--- src/verilog/pm_trap_pkg.sv ---
// Constants and types for the power-management trap and status register slice.
//
// Notes on behaviour
// - Control bit 7 picks I/O or memory decode.
// - I/O mode: bit 6 enables write tracking.
// - I/O mode: bit 5 enables read tracking.
// - I/O mode: bits 4:0 mask A[4:0].
// - Memory mode: bits 6:0 mask A[15:9].
// - Mask bit one ignores that address bit.
// - A software trigger write with byte 0 enabled raises interrupt.
// - Status 1 bit 4 flags game port access.
// - Game read and write have separate enables.
// - Status 1 bits 3:0 flag pin transitions.
// - Pin counts only if enabled, input, armed.
// - Reading status register returns then clears bits.
// - Mirror index reads status without clearing.
// - Status 2 bits flag idle timer expiry.
// - Status 3 bit 7 flags video trap.
// - Any status bit feeds the top-level summary.
// - Each user device has 32-bit base address.
package pm_trap_pkg;

	// ---------------------------------------------------------------
	// Register indices (byte address is four times the index)
	// ---------------------------------------------------------------
	localparam logic [7:0] IDX_UDEV1_BASE   = 8'hc0;
	localparam logic [7:0] IDX_UDEV2_BASE   = 8'hc4;
	localparam logic [7:0] IDX_UDEV3_BASE   = 8'hc8;
	localparam logic [7:0] IDX_UDEV1_CTRL   = 8'hcc;
	localparam logic [7:0] IDX_UDEV2_CTRL   = 8'hcd;
	localparam logic [7:0] IDX_UDEV3_CTRL   = 8'hce;
	localparam logic [7:0] IDX_SW_TRIGGER   = 8'hd0;
	localparam logic [7:0] IDX_GAME_ENABLE  = 8'hd1;
	localparam logic [7:0] IDX_GPIO_CONFIG  = 8'hd2;
	localparam logic [7:0] IDX_TIMER_TEST   = 8'hec;
	localparam logic [7:0] IDX_STAT1_MIRROR = 8'h84;
	localparam logic [7:0] IDX_STAT2_MIRROR = 8'h85;
	localparam logic [7:0] IDX_STAT3_MIRROR = 8'h86;
	localparam logic [7:0] IDX_STAT1        = 8'hf4;
	localparam logic [7:0] IDX_STAT2        = 8'hf5;
	localparam logic [7:0] IDX_STAT3        = 8'hf6;

	// ---------------------------------------------------------------
	// Field positions and reset values
	// ---------------------------------------------------------------
	localparam int          CTRL_MEM_BIT   = 7;
	localparam int          CTRL_WR_BIT    = 6;
	localparam int          CTRL_RD_BIT    = 5;
	localparam int          STAT1_GAME_BIT = 4;
	localparam int          STAT3_VID_BIT  = 7;
	localparam int          GAME_RD_EN_BIT = 0;
	localparam int          GAME_WR_EN_BIT = 1;
	localparam logic [7:0]  RST_BYTE       = 8'h00;
	localparam logic [31:0] RST_WORD       = 32'h0000_0000;
	localparam logic [31:0] UNMAPPED_DATA  = 32'h0000_0000;
	localparam logic [15:0] GAME_PORT_BASE = 16'h0200;
	localparam int          PIN_SYNC_LEN   = 3;

	// One snooped host bus cycle, presented for one clock.
	typedef struct packed {
		logic        valid;
		logic        is_mem;
		logic        is_write;
		logic [31:0] addr;
	} snoop_cycle_t;

	// Per-pin general-purpose configuration.
	typedef struct packed {
		logic [3:0] is_gpio;
		logic [3:0] is_input;
		logic [3:0] irq_en;
	} gpio_cfg_t;

endpackage

--- src/verilog/pm_trap_and_smi_status.sv ---
// Trap decode and read-to-clear management interrupt status register slice.
`timescale 1ns/1ps

module pm_trap_and_smi_status
	import pm_trap_pkg::*;
(
	// Clock and reset
	input  wire logic         core_clk_i,
	input  wire logic         rst_i,
	// Avalon-MM slave
	input  wire logic [9:0]   avs_address_i,
	input  wire logic         avs_read_i,
	input  wire logic         avs_write_i,
	input  wire logic [31:0]  avs_writedata_i,
	input  wire logic [3:0]   avs_byteenable_i,
	output logic [31:0]       avs_readdata_o,
	output logic              avs_waitrequest_o,
	// Snooped host bus cycles
	input  wire snoop_cycle_t snoop_i,
	// Event sources
	input  wire logic [7:0]   idle_expire_i,
	input  wire logic         video_trap_i,
	input  wire logic [3:0]   gpio_pin_i,
	// Results
	output logic [2:0]        udev_hit_o,
	output logic              mgmt_interrupt_o,
	output logic              sw_trigger_pulse_o,
	output logic              status_summary_o,
	output logic [7:0]        timer_test_value_o
);

	// ---------------------------------------------------------------
	// Address matching
	// ---------------------------------------------------------------
	function automatic logic addr_match(input logic [31:0] base, input logic [7:0] ctl,
		input snoop_cycle_t c);
		logic [31:0] care;
		care = 32'hffff_ffff;
		if (ctl[CTRL_MEM_BIT]) begin
			care[15:9] = ~ctl[6:0];
			care[8:0]  = 9'h000;
		end else begin
			care[4:0] = ~ctl[4:0];
		end
		addr_match = ((c.addr & care) == (base & care));
	endfunction

	function automatic logic tracked(input logic [7:0] ctl, input snoop_cycle_t c);
		if (!c.valid || (c.is_mem != ctl[CTRL_MEM_BIT])) begin
			tracked = 1'b0;
		end else if (ctl[CTRL_MEM_BIT]) begin
			tracked = 1'b1;
		end else begin
			tracked = c.is_write ? ctl[CTRL_WR_BIT] : ctl[CTRL_RD_BIT];
		end
	endfunction

	function automatic logic [7:0] merge_byte(input logic [7:0] old, input logic [31:0] d,
		input logic [3:0] be);
		merge_byte = be[0] ? d[7:0] : old;
	endfunction

	// ---------------------------------------------------------------
	// Registers
	// ---------------------------------------------------------------
	logic [31:0] base_r   [3];
	logic [7:0]  ctrl_r   [3];
	logic [7:0]  timer_r;
	logic [1:0]  game_en_r;
	gpio_cfg_t   gpio_cfg_r;
	logic [7:0]  stat1_r;
	logic [7:0]  stat2_r;
	logic [7:0]  stat3_r;
	logic        sw_pulse_r;
	logic [2:0]  hit_r;
	logic        ack_r;
	logic [31:0] rdata_r;
	logic [PIN_SYNC_LEN-1:0] sync_r [4];
	logic [3:0]  pin_state_r;

	// Every access takes one wait cycle, then completes.
	wire        req      = avs_read_i | avs_write_i;
	wire        done     = req & ack_r;
	wire [7:0]  idx      = avs_address_i[9:2];
	wire        wr_fire  = avs_write_i & done;
	wire        rd_fire  = avs_read_i & done;
	wire        rd_stat1 = rd_fire & (idx == IDX_STAT1);
	wire        rd_stat2 = rd_fire & (idx == IDX_STAT2);
	wire        rd_stat3 = rd_fire & (idx == IDX_STAT3);
	wire        wr_sw    = wr_fire & (idx == IDX_SW_TRIGGER) & avs_byteenable_i[0];
	wire [2:0]  wr_base  = {3{wr_fire}} & {idx == IDX_UDEV3_BASE, idx == IDX_UDEV2_BASE,
		idx == IDX_UDEV1_BASE};
	wire [2:0]  wr_ctrl  = {3{wr_fire}} & {idx == IDX_UDEV3_CTRL, idx == IDX_UDEV2_CTRL,
		idx == IDX_UDEV1_CTRL};
	wire        wr_timer = wr_fire & (idx == IDX_TIMER_TEST);
	wire        wr_game  = wr_fire & (idx == IDX_GAME_ENABLE) & avs_byteenable_i[0];
	wire        wr_gpio  = wr_fire & (idx == IDX_GPIO_CONFIG) & avs_byteenable_i[0];

	assign avs_waitrequest_o = req & ~ack_r;

	// ---------------------------------------------------------------
	// Event detection
	// ---------------------------------------------------------------
	logic [2:0] hit_nxt;
	always_comb begin
		for (int i = 0; i < 3; i++) begin
			hit_nxt[i] = tracked(ctrl_r[i], snoop_i) & addr_match(base_r[i], ctrl_r[i], snoop_i);
		end
	end

	wire game_addr = snoop_i.valid & ~snoop_i.is_mem
		& (snoop_i.addr[15:1] == GAME_PORT_BASE[15:1]);
	wire game_evt  = game_addr & (snoop_i.is_write ? game_en_r[GAME_WR_EN_BIT]
		: game_en_r[GAME_RD_EN_BIT]);

	// A pin change is seen once the second and third stages agree on a new level.
	logic [3:0] pin_agree;
	logic [3:0] pin_new;
	always_comb begin
		for (int i = 0; i < 4; i++) begin
			pin_agree[i] = sync_r[i][1] == sync_r[i][2];
			pin_new[i]   = sync_r[i][1];
		end
	end
	wire [3:0] pin_edge = pin_agree & (pin_new ^ pin_state_r);
	wire [3:0] gpio_evt = pin_edge & gpio_cfg_r.is_gpio & gpio_cfg_r.is_input
		& gpio_cfg_r.irq_en;

	// Sets win over the read clear so no event is lost. A read clears only the bits
	// that it returned: a bit that lands during the wait cycle was not seen by software
	// and must survive for the next read.
	wire [7:0] stat1_clr = rd_stat1 ? rdata_r[7:0] : 8'h00;
	wire [7:0] stat2_clr = rd_stat2 ? rdata_r[7:0] : 8'h00;
	wire [7:0] stat3_clr = rd_stat3 ? rdata_r[7:0] : 8'h00;
	wire [7:0] stat1_set = {3'b000, game_evt, gpio_evt};
	wire [7:0] stat1_nxt = (stat1_r & ~stat1_clr) | stat1_set;
	wire [7:0] stat2_nxt = (stat2_r & ~stat2_clr) | idle_expire_i;
	wire [7:0] stat3_nxt = (stat3_r & ~stat3_clr)
		| {video_trap_i, 7'h00};

	// ---------------------------------------------------------------
	// Read data selection
	// ---------------------------------------------------------------
	logic [31:0] rmux;
	always_comb begin
		case (idx)
			IDX_UDEV1_BASE:                  rmux = base_r[0];
			IDX_UDEV2_BASE:                  rmux = base_r[1];
			IDX_UDEV3_BASE:                  rmux = base_r[2];
			IDX_UDEV1_CTRL:                  rmux = {24'h0, ctrl_r[0]};
			IDX_UDEV2_CTRL:                  rmux = {24'h0, ctrl_r[1]};
			IDX_UDEV3_CTRL:                  rmux = {24'h0, ctrl_r[2]};
			IDX_GAME_ENABLE:                 rmux = {30'h0, game_en_r};
			IDX_GPIO_CONFIG:                 rmux = {20'h0, gpio_cfg_r};
			IDX_TIMER_TEST:                  rmux = {24'h0, timer_r};
			IDX_STAT1, IDX_STAT1_MIRROR:     rmux = {24'h0, stat1_r};
			IDX_STAT2, IDX_STAT2_MIRROR:     rmux = {24'h0, stat2_r};
			IDX_STAT3, IDX_STAT3_MIRROR:     rmux = {24'h0, stat3_r};
			default:                         rmux = UNMAPPED_DATA;
		endcase
	end

	// ---------------------------------------------------------------
	// Sequential logic
	// ---------------------------------------------------------------
	always_ff @(posedge core_clk_i or posedge rst_i) begin
		if (rst_i) begin
			ack_r   <= 1'b0;
			rdata_r <= RST_WORD;
		end else begin
			ack_r   <= req & ~ack_r;
			rdata_r <= (avs_read_i & ~ack_r) ? rmux : rdata_r;
		end
	end

	always_ff @(posedge core_clk_i or posedge rst_i) begin
		if (rst_i) begin
			for (int i = 0; i < 3; i++) begin
				base_r[i] <= RST_WORD;
				ctrl_r[i] <= RST_BYTE;
			end
			timer_r    <= RST_BYTE;
			game_en_r  <= 2'b00;
			gpio_cfg_r <= '0;
		end else begin
			for (int i = 0; i < 3; i++) begin
				for (int b = 0; b < 4; b++) begin
					if (wr_base[i] && avs_byteenable_i[b]) begin
						base_r[i][8*b +: 8] <= avs_writedata_i[8*b +: 8];
					end
				end
				if (wr_ctrl[i]) begin
					ctrl_r[i] <= merge_byte(ctrl_r[i], avs_writedata_i, avs_byteenable_i);
				end
			end
			if (wr_timer) begin
				timer_r <= merge_byte(timer_r, avs_writedata_i, avs_byteenable_i);
			end
			if (wr_game) begin
				game_en_r <= avs_writedata_i[1:0];
			end
			if (wr_gpio) begin
				gpio_cfg_r <= avs_writedata_i[11:0];
			end
		end
	end

	always_ff @(posedge core_clk_i or posedge rst_i) begin
		if (rst_i) begin
			stat1_r     <= RST_BYTE;
			stat2_r     <= RST_BYTE;
			stat3_r     <= RST_BYTE;
			sw_pulse_r  <= 1'b0;
			hit_r       <= 3'b000;
			pin_state_r <= 4'h0;
			for (int i = 0; i < 4; i++) begin
				sync_r[i] <= '0;
			end
		end else begin
			stat1_r    <= stat1_nxt;
			stat2_r    <= stat2_nxt;
			stat3_r    <= stat3_nxt;
			sw_pulse_r <= wr_sw;
			hit_r      <= hit_nxt;
			for (int i = 0; i < 4; i++) begin
				sync_r[i] <= {sync_r[i][1:0], gpio_pin_i[i]};
				if (pin_agree[i]) begin
					pin_state_r[i] <= pin_new[i];
				end
			end
		end
	end

	// ---------------------------------------------------------------
	// Outputs
	// ---------------------------------------------------------------
	wire summary = |{stat1_r, stat2_r, stat3_r};
	assign avs_readdata_o     = rdata_r;
	assign udev_hit_o         = hit_r;
	assign sw_trigger_pulse_o = sw_pulse_r;
	assign status_summary_o   = summary;
	assign mgmt_interrupt_o   = summary | sw_pulse_r;
	assign timer_test_value_o = timer_r;

	// ---------------------------------------------------------------
	// Assertions
	// ---------------------------------------------------------------
	a_sw_write_pulse: assert property (@(posedge core_clk_i) disable iff (rst_i)
		wr_sw |=> sw_trigger_pulse_o && mgmt_interrupt_o)
		else $error("software trigger write gave no interrupt");
	a_stat1_clear: assert property (@(posedge core_clk_i) disable iff (rst_i)
		rd_stat1 && stat1_set == 8'h00
		|=> stat1_r == ($past(stat1_r) & ~$past(avs_readdata_o[7:0])))
		else $error("status 1 not cleared by read");
	a_mirror_keeps: assert property (@(posedge core_clk_i) disable iff (rst_i)
		rd_fire && idx == IDX_STAT2_MIRROR |=> (stat2_r & $past(stat2_r)) == $past(stat2_r))
		else $error("mirror read cleared idle status");
	a_idle_sets: assert property (@(posedge core_clk_i) disable iff (rst_i)
		idle_expire_i[7] |=> stat2_r[7])
		else $error("idle expiry not recorded");
	a_video_sets: assert property (@(posedge core_clk_i) disable iff (rst_i)
		video_trap_i |=> stat3_r[STAT3_VID_BIT] ##0 status_summary_o)
		else $error("video trap not recorded");
	a_game_gated: assert property (@(posedge core_clk_i) disable iff (rst_i)
		game_addr && !snoop_i.is_write && !game_en_r[GAME_RD_EN_BIT] && !rd_stat1
		&& !stat1_r[STAT1_GAME_BIT] |=> !stat1_r[STAT1_GAME_BIT])
		else $error("disabled game read set status");
	a_hit_mem_mode: assert property (@(posedge core_clk_i) disable iff (rst_i)
		snoop_i.valid && snoop_i.is_mem && ctrl_r[0][CTRL_MEM_BIT]
		&& snoop_i.addr[31:16] == base_r[0][31:16] && ctrl_r[0][6:0] == 7'h7f
		|=> udev_hit_o[0])
		else $error("memory window hit missed");
	a_hit_io_wr_off: assert property (@(posedge core_clk_i) disable iff (rst_i)
		snoop_i.valid && snoop_i.is_write && !ctrl_r[1][CTRL_MEM_BIT]
		&& !ctrl_r[1][CTRL_WR_BIT] |=> !udev_hit_o[1])
		else $error("untracked write hit");
	a_gpio_gated: assert property (@(posedge core_clk_i) disable iff (rst_i)
		!gpio_cfg_r.irq_en[0] && !stat1_r[0] && !rd_stat1 |=> !stat1_r[0])
		else $error("unarmed pin set status");
	a_wait_once: assert property (@(posedge core_clk_i) disable iff (rst_i)
		req && !ack_r |=> !avs_waitrequest_o)
		else $error("waitrequest held too long");
	a_rd_data_holds: assert property (@(posedge core_clk_i) disable iff (rst_i)
		!avs_read_i |=> $stable(avs_readdata_o))
		else $error("read data changed without a read");
	a_reset_clear: assert property (@(posedge core_clk_i)
		$fell(rst_i) |-> timer_test_value_o == RST_BYTE && !mgmt_interrupt_o
		&& udev_hit_o == 3'b000 && avs_readdata_o == RST_WORD)
		else $error("outputs not cleared by reset");

	// Snooped cycle decode against each device's base and mask.
	a_mem_skips_io: assert property (@(posedge core_clk_i) disable iff (rst_i)
		snoop_i.valid && !snoop_i.is_mem && ctrl_r[0][CTRL_MEM_BIT] |=> !udev_hit_o[0])
		else $error("memory device hit on an I/O cycle");
	a_io_skips_mem: assert property (@(posedge core_clk_i) disable iff (rst_i)
		snoop_i.valid && snoop_i.is_mem && !ctrl_r[2][CTRL_MEM_BIT] |=> !udev_hit_o[2])
		else $error("I/O device hit on a memory cycle");
	a_io_wr_hit: assert property (@(posedge core_clk_i) disable iff (rst_i)
		snoop_i.valid && !snoop_i.is_mem && snoop_i.is_write && ctrl_r[0][7:6] == 2'b01
		&& snoop_i.addr == base_r[0] |=> udev_hit_o[0])
		else $error("tracked write missed");
	a_io_rd_off: assert property (@(posedge core_clk_i) disable iff (rst_i)
		snoop_i.valid && !snoop_i.is_write && !ctrl_r[0][CTRL_MEM_BIT]
		&& !ctrl_r[0][CTRL_RD_BIT] |=> !udev_hit_o[0])
		else $error("untracked read hit");
	a_io_mask_hit: assert property (@(posedge core_clk_i) disable iff (rst_i)
		snoop_i.valid && !snoop_i.is_mem && snoop_i.is_write && ctrl_r[2][7:6] == 2'b01
		&& snoop_i.addr[31:5] == base_r[2][31:5]
		&& ((snoop_i.addr[4:0] ^ base_r[2][4:0]) & ~ctrl_r[2][4:0]) == 5'h00
		|=> udev_hit_o[2])
		else $error("masked I/O address missed");
	a_io_care_miss: assert property (@(posedge core_clk_i) disable iff (rst_i)
		snoop_i.valid && !ctrl_r[1][CTRL_MEM_BIT]
		&& ((snoop_i.addr[4:0] ^ base_r[1][4:0]) & ~ctrl_r[1][4:0]) != 5'h00
		|=> !udev_hit_o[1])
		else $error("unmasked I/O address bit ignored");
	a_mem_low_free: assert property (@(posedge core_clk_i) disable iff (rst_i)
		snoop_i.valid && snoop_i.is_mem && ctrl_r[2][CTRL_MEM_BIT]
		&& snoop_i.addr[31:9] == base_r[2][31:9] && ctrl_r[2][6:0] == 7'h00
		|=> udev_hit_o[2])
		else $error("memory low address bits not ignored");
	a_mem_high_miss: assert property (@(posedge core_clk_i) disable iff (rst_i)
		snoop_i.valid && ctrl_r[0][CTRL_MEM_BIT]
		&& snoop_i.addr[31:16] != base_r[0][31:16] |=> !udev_hit_o[0])
		else $error("memory base upper bits not compared");
	a_io_high_miss: assert property (@(posedge core_clk_i) disable iff (rst_i)
		snoop_i.valid && !ctrl_r[2][CTRL_MEM_BIT]
		&& snoop_i.addr[31:5] != base_r[2][31:5] |=> !udev_hit_o[2])
		else $error("I/O base upper bits not compared");
	a_hit_one_cycle: assert property (@(posedge core_clk_i) disable iff (rst_i)
		!snoop_i.valid |=> udev_hit_o == 3'b000)
		else $error("hit without a snooped cycle");

	// Status recording, mirrors and read clearing.
	a_game_sets: assert property (@(posedge core_clk_i) disable iff (rst_i)
		game_evt |=> stat1_r[STAT1_GAME_BIT])
		else $error("game port access not recorded");
	a_game_wr_gated: assert property (@(posedge core_clk_i) disable iff (rst_i)
		game_addr && snoop_i.is_write && !game_en_r[GAME_WR_EN_BIT]
		&& !stat1_r[STAT1_GAME_BIT] |=> !stat1_r[STAT1_GAME_BIT])
		else $error("disabled game write set status");
	a_gpio_sets: assert property (@(posedge core_clk_i) disable iff (rst_i)
		gpio_evt[3] |=> stat1_r[3])
		else $error("pin transition not recorded");
	a_gpio_input_only: assert property (@(posedge core_clk_i) disable iff (rst_i)
		!gpio_cfg_r.is_input[2] && !stat1_r[2] |=> !stat1_r[2])
		else $error("output pin set status");
	a_gpio_is_gpio: assert property (@(posedge core_clk_i) disable iff (rst_i)
		!gpio_cfg_r.is_gpio[1] && !stat1_r[1] |=> !stat1_r[1])
		else $error("non general-purpose pin set status");
	a_mirror_stat1: assert property (@(posedge core_clk_i) disable iff (rst_i)
		rd_fire && idx == IDX_STAT1_MIRROR |=> (stat1_r & $past(stat1_r)) == $past(stat1_r))
		else $error("mirror read cleared pin status");
	a_mirror_stat3: assert property (@(posedge core_clk_i) disable iff (rst_i)
		rd_fire && idx == IDX_STAT3_MIRROR |=> (stat3_r & $past(stat3_r)) == $past(stat3_r))
		else $error("mirror read cleared trap status");
	a_stat2_clear: assert property (@(posedge core_clk_i) disable iff (rst_i)
		rd_stat2 && idle_expire_i == 8'h00
		|=> stat2_r == ($past(stat2_r) & ~$past(avs_readdata_o[7:0])))
		else $error("status 2 not cleared by read");
	a_stat3_clear: assert property (@(posedge core_clk_i) disable iff (rst_i)
		rd_stat3 && !video_trap_i
		|=> stat3_r == ($past(stat3_r) & ~$past(avs_readdata_o[7:0])))
		else $error("status 3 not cleared by read");

	// Interrupt outputs.
	a_idle_irq: assert property (@(posedge core_clk_i) disable iff (rst_i)
		idle_expire_i != 8'h00 |=> status_summary_o && mgmt_interrupt_o)
		else $error("idle expiry raised no interrupt");
	a_video_irq: assert property (@(posedge core_clk_i) disable iff (rst_i)
		video_trap_i |=> mgmt_interrupt_o)
		else $error("video trap raised no interrupt");
	a_sw_pulse_once: assert property (@(posedge core_clk_i) disable iff (rst_i)
		sw_trigger_pulse_o |=> !sw_trigger_pulse_o)
		else $error("software trigger pulse too long");

	c_sw_trigger: cover property (@(posedge core_clk_i) disable iff (rst_i) wr_sw);
	c_stat_clear: cover property (@(posedge core_clk_i) disable iff (rst_i)
		rd_stat2 && stat2_r != 8'h00);
	c_udev_hit: cover property (@(posedge core_clk_i) disable iff (rst_i) |hit_nxt);
	c_game_evt: cover property (@(posedge core_clk_i) disable iff (rst_i) game_evt);
	c_gpio_evt: cover property (@(posedge core_clk_i) disable iff (rst_i) |gpio_evt);

endmodule

--- config.mk ---
export PLATFORM = sky130hd
export DESIGN_NAME = pm_trap_and_smi_status
export DESIGN_NICKNAME = d
export VERILOG_FILES = /design/src/verilog/pm_trap_pkg.sv /design/src/verilog/pm_trap_and_smi_status.sv
export SDC_FILE = /design/constraint.sdc
export NUM_CORES = 1
export LEC_CHECK = 0
export BUFFER_PORTS_ARGS = -buffer_cell sky130_fd_sc_hd__clkbuf_2
export CAP_MARGIN = 20
export CORE_UTILIZATION = 60
export DETAILED_ROUTE_END_ITERATION = 10
export GPL_TIMING_DRIVEN = 0
export PLACE_DENSITY = 0.8
export SLEW_MARGIN = 20
export SYNTH_ARGS = -nofsm -noshare
export SYNTH_HDL_FRONTEND = slang
export SYNTH_SLANG_ARGS = --single-unit
export TNS_END_PERCENT = 1
--- constraint.sdc ---
create_clock -name core_clk_i -period 13.25 [get_ports core_clk_i]
set_clock_uncertainty 0.1 [all_clocks]
set_input_delay 1.9875 -clock core_clk_i [delete_from_list [all_inputs] [get_ports core_clk_i]]
set_output_delay 1.9875 -clock core_clk_i [all_outputs]
set_load 0.02 [all_outputs]
After elaboration in Yosys (flattened, before gate mapping)
Cells that the tools add are included.
Storage, ports and cells
  output and inout bits: 47
  bits in registers: 219
Operators by class
  multiplexer cells: 20
  bitwise operators: 53
  eq/ne operators: 27
  reductions and logical operators: 24
Operators by type and width (count)
  32-bit case mux with 12 select lines: 1
  32-bit AND: 6
  8-bit equality test (second input constant): 16
  32-bit equality test: 3
  11-bit 2-to-1 mux: 3
  8-bit AND: 3
  8-bit 2-to-1 mux: 3
  8-bit inverter: 3
  24-bit OR reduction: 1
  1-bit AND: 21
  7-bit inverter: 3
  4-bit AND: 4
  8-bit bitwise OR: 2
  15-bit by 9-bit equality test with 1-bit output (second input constant): 1
  5-bit 2-to-1 mux: 3
  5-bit inverter: 3
  1-bit logical AND: 12
  1-bit 2-to-1 mux: 10
  8-bit by 5-bit bitwise OR with 8-bit output: 1
  2-bit AND reduction: 4
  3-bit AND: 2
  2-bit OR reduction: 3
  1-bit equality test: 4
  4-bit bitwise XOR: 1
  5 further kinds: 11

Depth between registers and ports, before layout
  depth in word-level cells: 8
  gate-level depth with buffers: 8
  depth with buffers taken out: 5

Least setup slack after synthesis
No wires, ideal clock.
  path kind: input to output
  start: input port avs_write_i
  end: output port avs_waitrequest_o
  slack: 8845 ps
  buffers on the path: 0
  stages on the path: 2
  arrival time: 2318 ps
  cells stage by stage: nor2_1 -> nor2_1
Between the ends
  longest elaborated chain between the ends: 2
RTL lines
  start: declaration: RTL line pm_trap_and_smi_status.sv:13  | input wire logic avs_write_i,
  1-bit bitwise OR: RTL line pm_trap_and_smi_status.sv:82  | wire req = avs_read_i | avs_write_i;
  1-bit AND: RTL line pm_trap_and_smi_status.sv:99  | assign avs_waitrequest_o = req & ~ack_r;
  end: declaration: RTL line pm_trap_and_smi_status.sv:17  | output logic avs_waitrequest_o,
No other way between the ends.

Final worst setup path
Same ends and word-level chain as after synthesis.

==> out/qor.txt <==
Peak fanout along the critical path -> 6
Share of total power in sequential cells -> 45.1%
Relative slew slack -> 48.6%
Antenna violations before repair -> 0
Global-route wire length before repair -> 50.5 mm
Average cell area after synthesis -> 11.7 sq um
Worst path top cell family by delay -> buffers and inverters
Initial cell density of the core -> 61.6%
Top-Level Pins -> 145
Cell area power density -> 117 mW/mm^2
Maximum capacitance violations -> 0
Buffers and inverters on the worst path -> 2
Worst slew pin tran -> 0.752 ns
Die Footprint -> 0.0191 sq mm
Number of optimization iterations in the first detailed-route pass -> 11
Critical path capture point type -> primary output
Minimum setup slack in the final design -> 8.60 ns
Violation count after the first detailed-routing iteration -> 880
Sink Count -> 219
Via count of the routed design -> 8777
FMAX -> 215 MHz
Share of power burned in combinational logic -> 7.2%
Remaining global-route overflow -> 0
Die X-Extent -> 138 um
CTS tree -> built
Crit-path slowest cell -> sky130_fd_sc_hd__clkbuf_2
Vias per Instance -> 6.43
Net Switching -> 0.353 mW
Number of buffers inserted during clock tree synthesis -> 24
Required time reported for the critical path endpoint -> 11.16 ns
Clock insertion delay at the later pin of the skew report -> 0.52 ns
Number of global-route vias before repair -> 9047
Final Max Slew Viols -> 0
Count of inserted antenna diode cells -> 0
Detailed Place HPWL -> 23.6 mm
Floorplan die height -> 138 um
Tcrit/Tclk final -> 35.1%
Post-CTS Setup Bufs -> 0
Slowest Stage Delay on Critical Path -> 0.20 ns
Buffers from clock root to sink, at most -> 3
Post-synthesis to final-layout area growth -> 17.2%
Final-layout fill cell count -> 1289
Top_reg_cell synth -> sky130_fd_sc_hd__dfrtp_1
Core footprint -> 0.0181 sq mm
Final estimated routing congestion in global placement -> 0.943
Outcome -> finished with violations
Remaining number of nets flagged by the antenna check after routing -> 0
Combined area of all synthesized cells -> 0.0111 sq mm
Share of total power in the clock network -> 47.7%
Post-layout min period -> 4.65 ns
Yosys warns -> 0
Level count of the clock H-tree -> 1
Post-synthesis sequential element count -> 219
HP Class -> reg -> reg
Post-route cell area -> 0.0131 sq mm
Remaining routing DRC violations -> 14
Routed length per instance -> 23.5 um
Post-Synthesis Net Count -> 1049
RSZ-0062 raised after global routing -> no
Setup violation total in the final timing report -> 0
Placed inst area -> 0.0122 sq mm
Share of layout cells above drive strength 1 -> 30.0%
Kind of critical path -> in -> out
Proportion of register bits with asynchronous set or reset after synthesis -> 100%
Total internal power -> 1.17 mW
Netlist cell types -> 65
Final nets -> 1217
Total leakage power -> 6.24 nW
Sequential Area -> 0.00548 sq mm
Area of combinational cells with multiple inputs -> 0.00539 sq mm
Total negative setup slack -> 0 ns
Clock root buffer master -> sky130_fd_sc_hd__clkbuf_16
CTS Hold Buffers Added -> 0
Clock transition at the register clock pins on the worst setup and hold paths after CTS -> 0.06 ns
Series of cell instances along the critical path -> clkbuf_2 > nor2_1 > nor2_1 > clkbuf_2
Crit path arrival time -> 2.56 ns
Global routing usage summed across all routing layers -> 34.3%
Number of rows in the core area -> 49
Cells after Synth -> 951
Hold Violations, Final -> 0
Final-layout worst hold slack -> 0.245 ns
Violations in the final reports -> design-rule violations
Peak supply drop -> 0.110 mV
Largest net degree at the start of global routing -> 89
Placement-stage worst setup slack -> 8.59 ns
Total of buffers placed on input and output ports -> 140
Number of synthesized flops with an enable pin -> 0
Resize count post-CTS -> 0
Switching Share -> 23.1%
Startpoint types -> primary input
Routed WL -> 32.0 mm
Part of the Yosys area used for sequential elements -> 49.2%
==> cells by family (layout without fill, tap and decap cells) <==
family,count (synthesis),after routing,share of synthesized area [%]
AND/OR/NAND/NOR,251,251,12.2
buffers and inverters,49,234,2.47
XOR/XNOR,96,96,7.55
flip-flops,219,219,49.2
AO/OA/AOI/OAI,167,167,11.8
multiplexers,165,165,16.4
adder cells (fa/ha/maj),4,4,0.359
==> cells in the final DEF (no fill, tap or decap), types with 22 or more instances in the layout <==
| cell | synthesis | routed |
|---|---|---|
| sky130_fd_sc_hd__dfrtp_1 | 219 | 219 |
| sky130_fd_sc_hd__nor4_1 | 23 | 23 |
| sky130_fd_sc_hd__a221oi_1 | 26 | 26 |
| sky130_fd_sc_hd__and3_1 | 24 | 24 |
| sky130_fd_sc_hd__clkbuf_2 | 0 | 140 |
| sky130_fd_sc_hd__nand2_1 | 83 | 83 |
| sky130_fd_sc_hd__mux2_1 | 64 | 64 |
| sky130_fd_sc_hd__o21ai_2 | 22 | 22 |
| sky130_fd_sc_hd__xor2_1 | 54 | 54 |
| sky130_fd_sc_hd__clkbuf_16 | 0 | 25 |
| sky130_fd_sc_hd__xnor2_1 | 42 | 42 |
| sky130_fd_sc_hd__nor2_1 | 35 | 35 |
| sky130_fd_sc_hd__a21oi_1 | 27 | 27 |
| sky130_fd_sc_hd__mux2_2 | 80 | 80 |
==> area by class of cell <==
class	count	share of cell area, %
clock buffer	35	5.54
buffer	46	2.02
sequential	219	42.0
inverter	3	0.144
tap	229	2.19
multi-input combinational	683	41.3
timing repair buffer	142	5.79
clock inverter	8	1.07
==> Yosys cell counts (22+ instances only) <==
| master | count | area, sq um |
|---|---|---|
| sky130_fd_sc_hd__nor2_1 | 35 | 131 |
| sky130_fd_sc_hd__nor4_1 | 23 | 144 |
| sky130_fd_sc_hd__mux2_1 | 64 | 721 |
| sky130_fd_sc_hd__mux2_2 | 80 | 901 |
| sky130_fd_sc_hd__and3_1 | 24 | 150 |
| sky130_fd_sc_hd__a221oi_1 | 26 | 228 |
| sky130_fd_sc_hd__nand2_1 | 83 | 312 |
| sky130_fd_sc_hd__a21oi_1 | 27 | 135 |
| sky130_fd_sc_hd__o21ai_2 | 22 | 193 |
| sky130_fd_sc_hd__xnor2_1 | 42 | 368 |
| sky130_fd_sc_hd__xor2_1 | 54 | 473 |
| sky130_fd_sc_hd__dfrtp_1 | 219 | 5480 |
==> flip-flops by register name (all words and copies together) (netlist names) <==
name / cells
avs_readdata_o: 32
pin_state_r: 4
gpio_cfg_r: 12
game_en_r: 2
timer_test_value_o: 8
udev_hit_o: 3
sw_trigger_pulse_o: 1
ack_r: 1
stat1_r: 8
pin_new: 4
sync_r: 8
base_r: 96
stat2_r: 8
ctrl_r: 24
stat3_r: 8
==> path summary, 6_finish.rpt <==
path,start,to,slack (ns),depth (start not counted)
worst max-delay path,avs_write_i,avs_waitrequest_o,8.60,4
worst min-delay path,sync_r[6],pin_new[1],0.24,0
worst max register to register,ack_r,avs_readdata_o[4],10.79,6
worst min register to register,sync_r[6],pin_new[1],0.24,0
max in group asynchronous,rst_i,udev_hit_o[1],10.86,3
min in group asynchronous,rst_i,sync_r[6],1.39,2
==> routing by layer <==
layer	up-vias	global-route usage [%]	part of all wire [%]
met1	4392	44.8	39
li1	3838	-	-
met5	-	0	0
met4	0	16.5	4.6
met3	94	5.33	8.7
met2	453	56.4	48
==> through the flow <==
step           utilization [%]  std cells  power [mW]
2_1_floorplan                -        951       0.753
3_3_place_gp              67.1       1320       0.803
3_5_place_dp              67.4       1322       0.807
4_1_cts                   72.2       1365        1.53
5_1_grt                   72.2       1365        1.56
6_report                  72.2       1365        1.52
==> power by group through the flow <==
stage	Sequential [mW]	Combinational [mW]	Clock, mW
final	0.688	0.109	0.726
after global routing	0.688	0.118	0.753
after CTS	0.687	0.108	0.730
after detailed placement	0.699	0.107	0
after global placement	0.699	0.103	0
after floorplan	0.697	0.0561	0
Note: power is estimated with default switching activity, not from simulation.
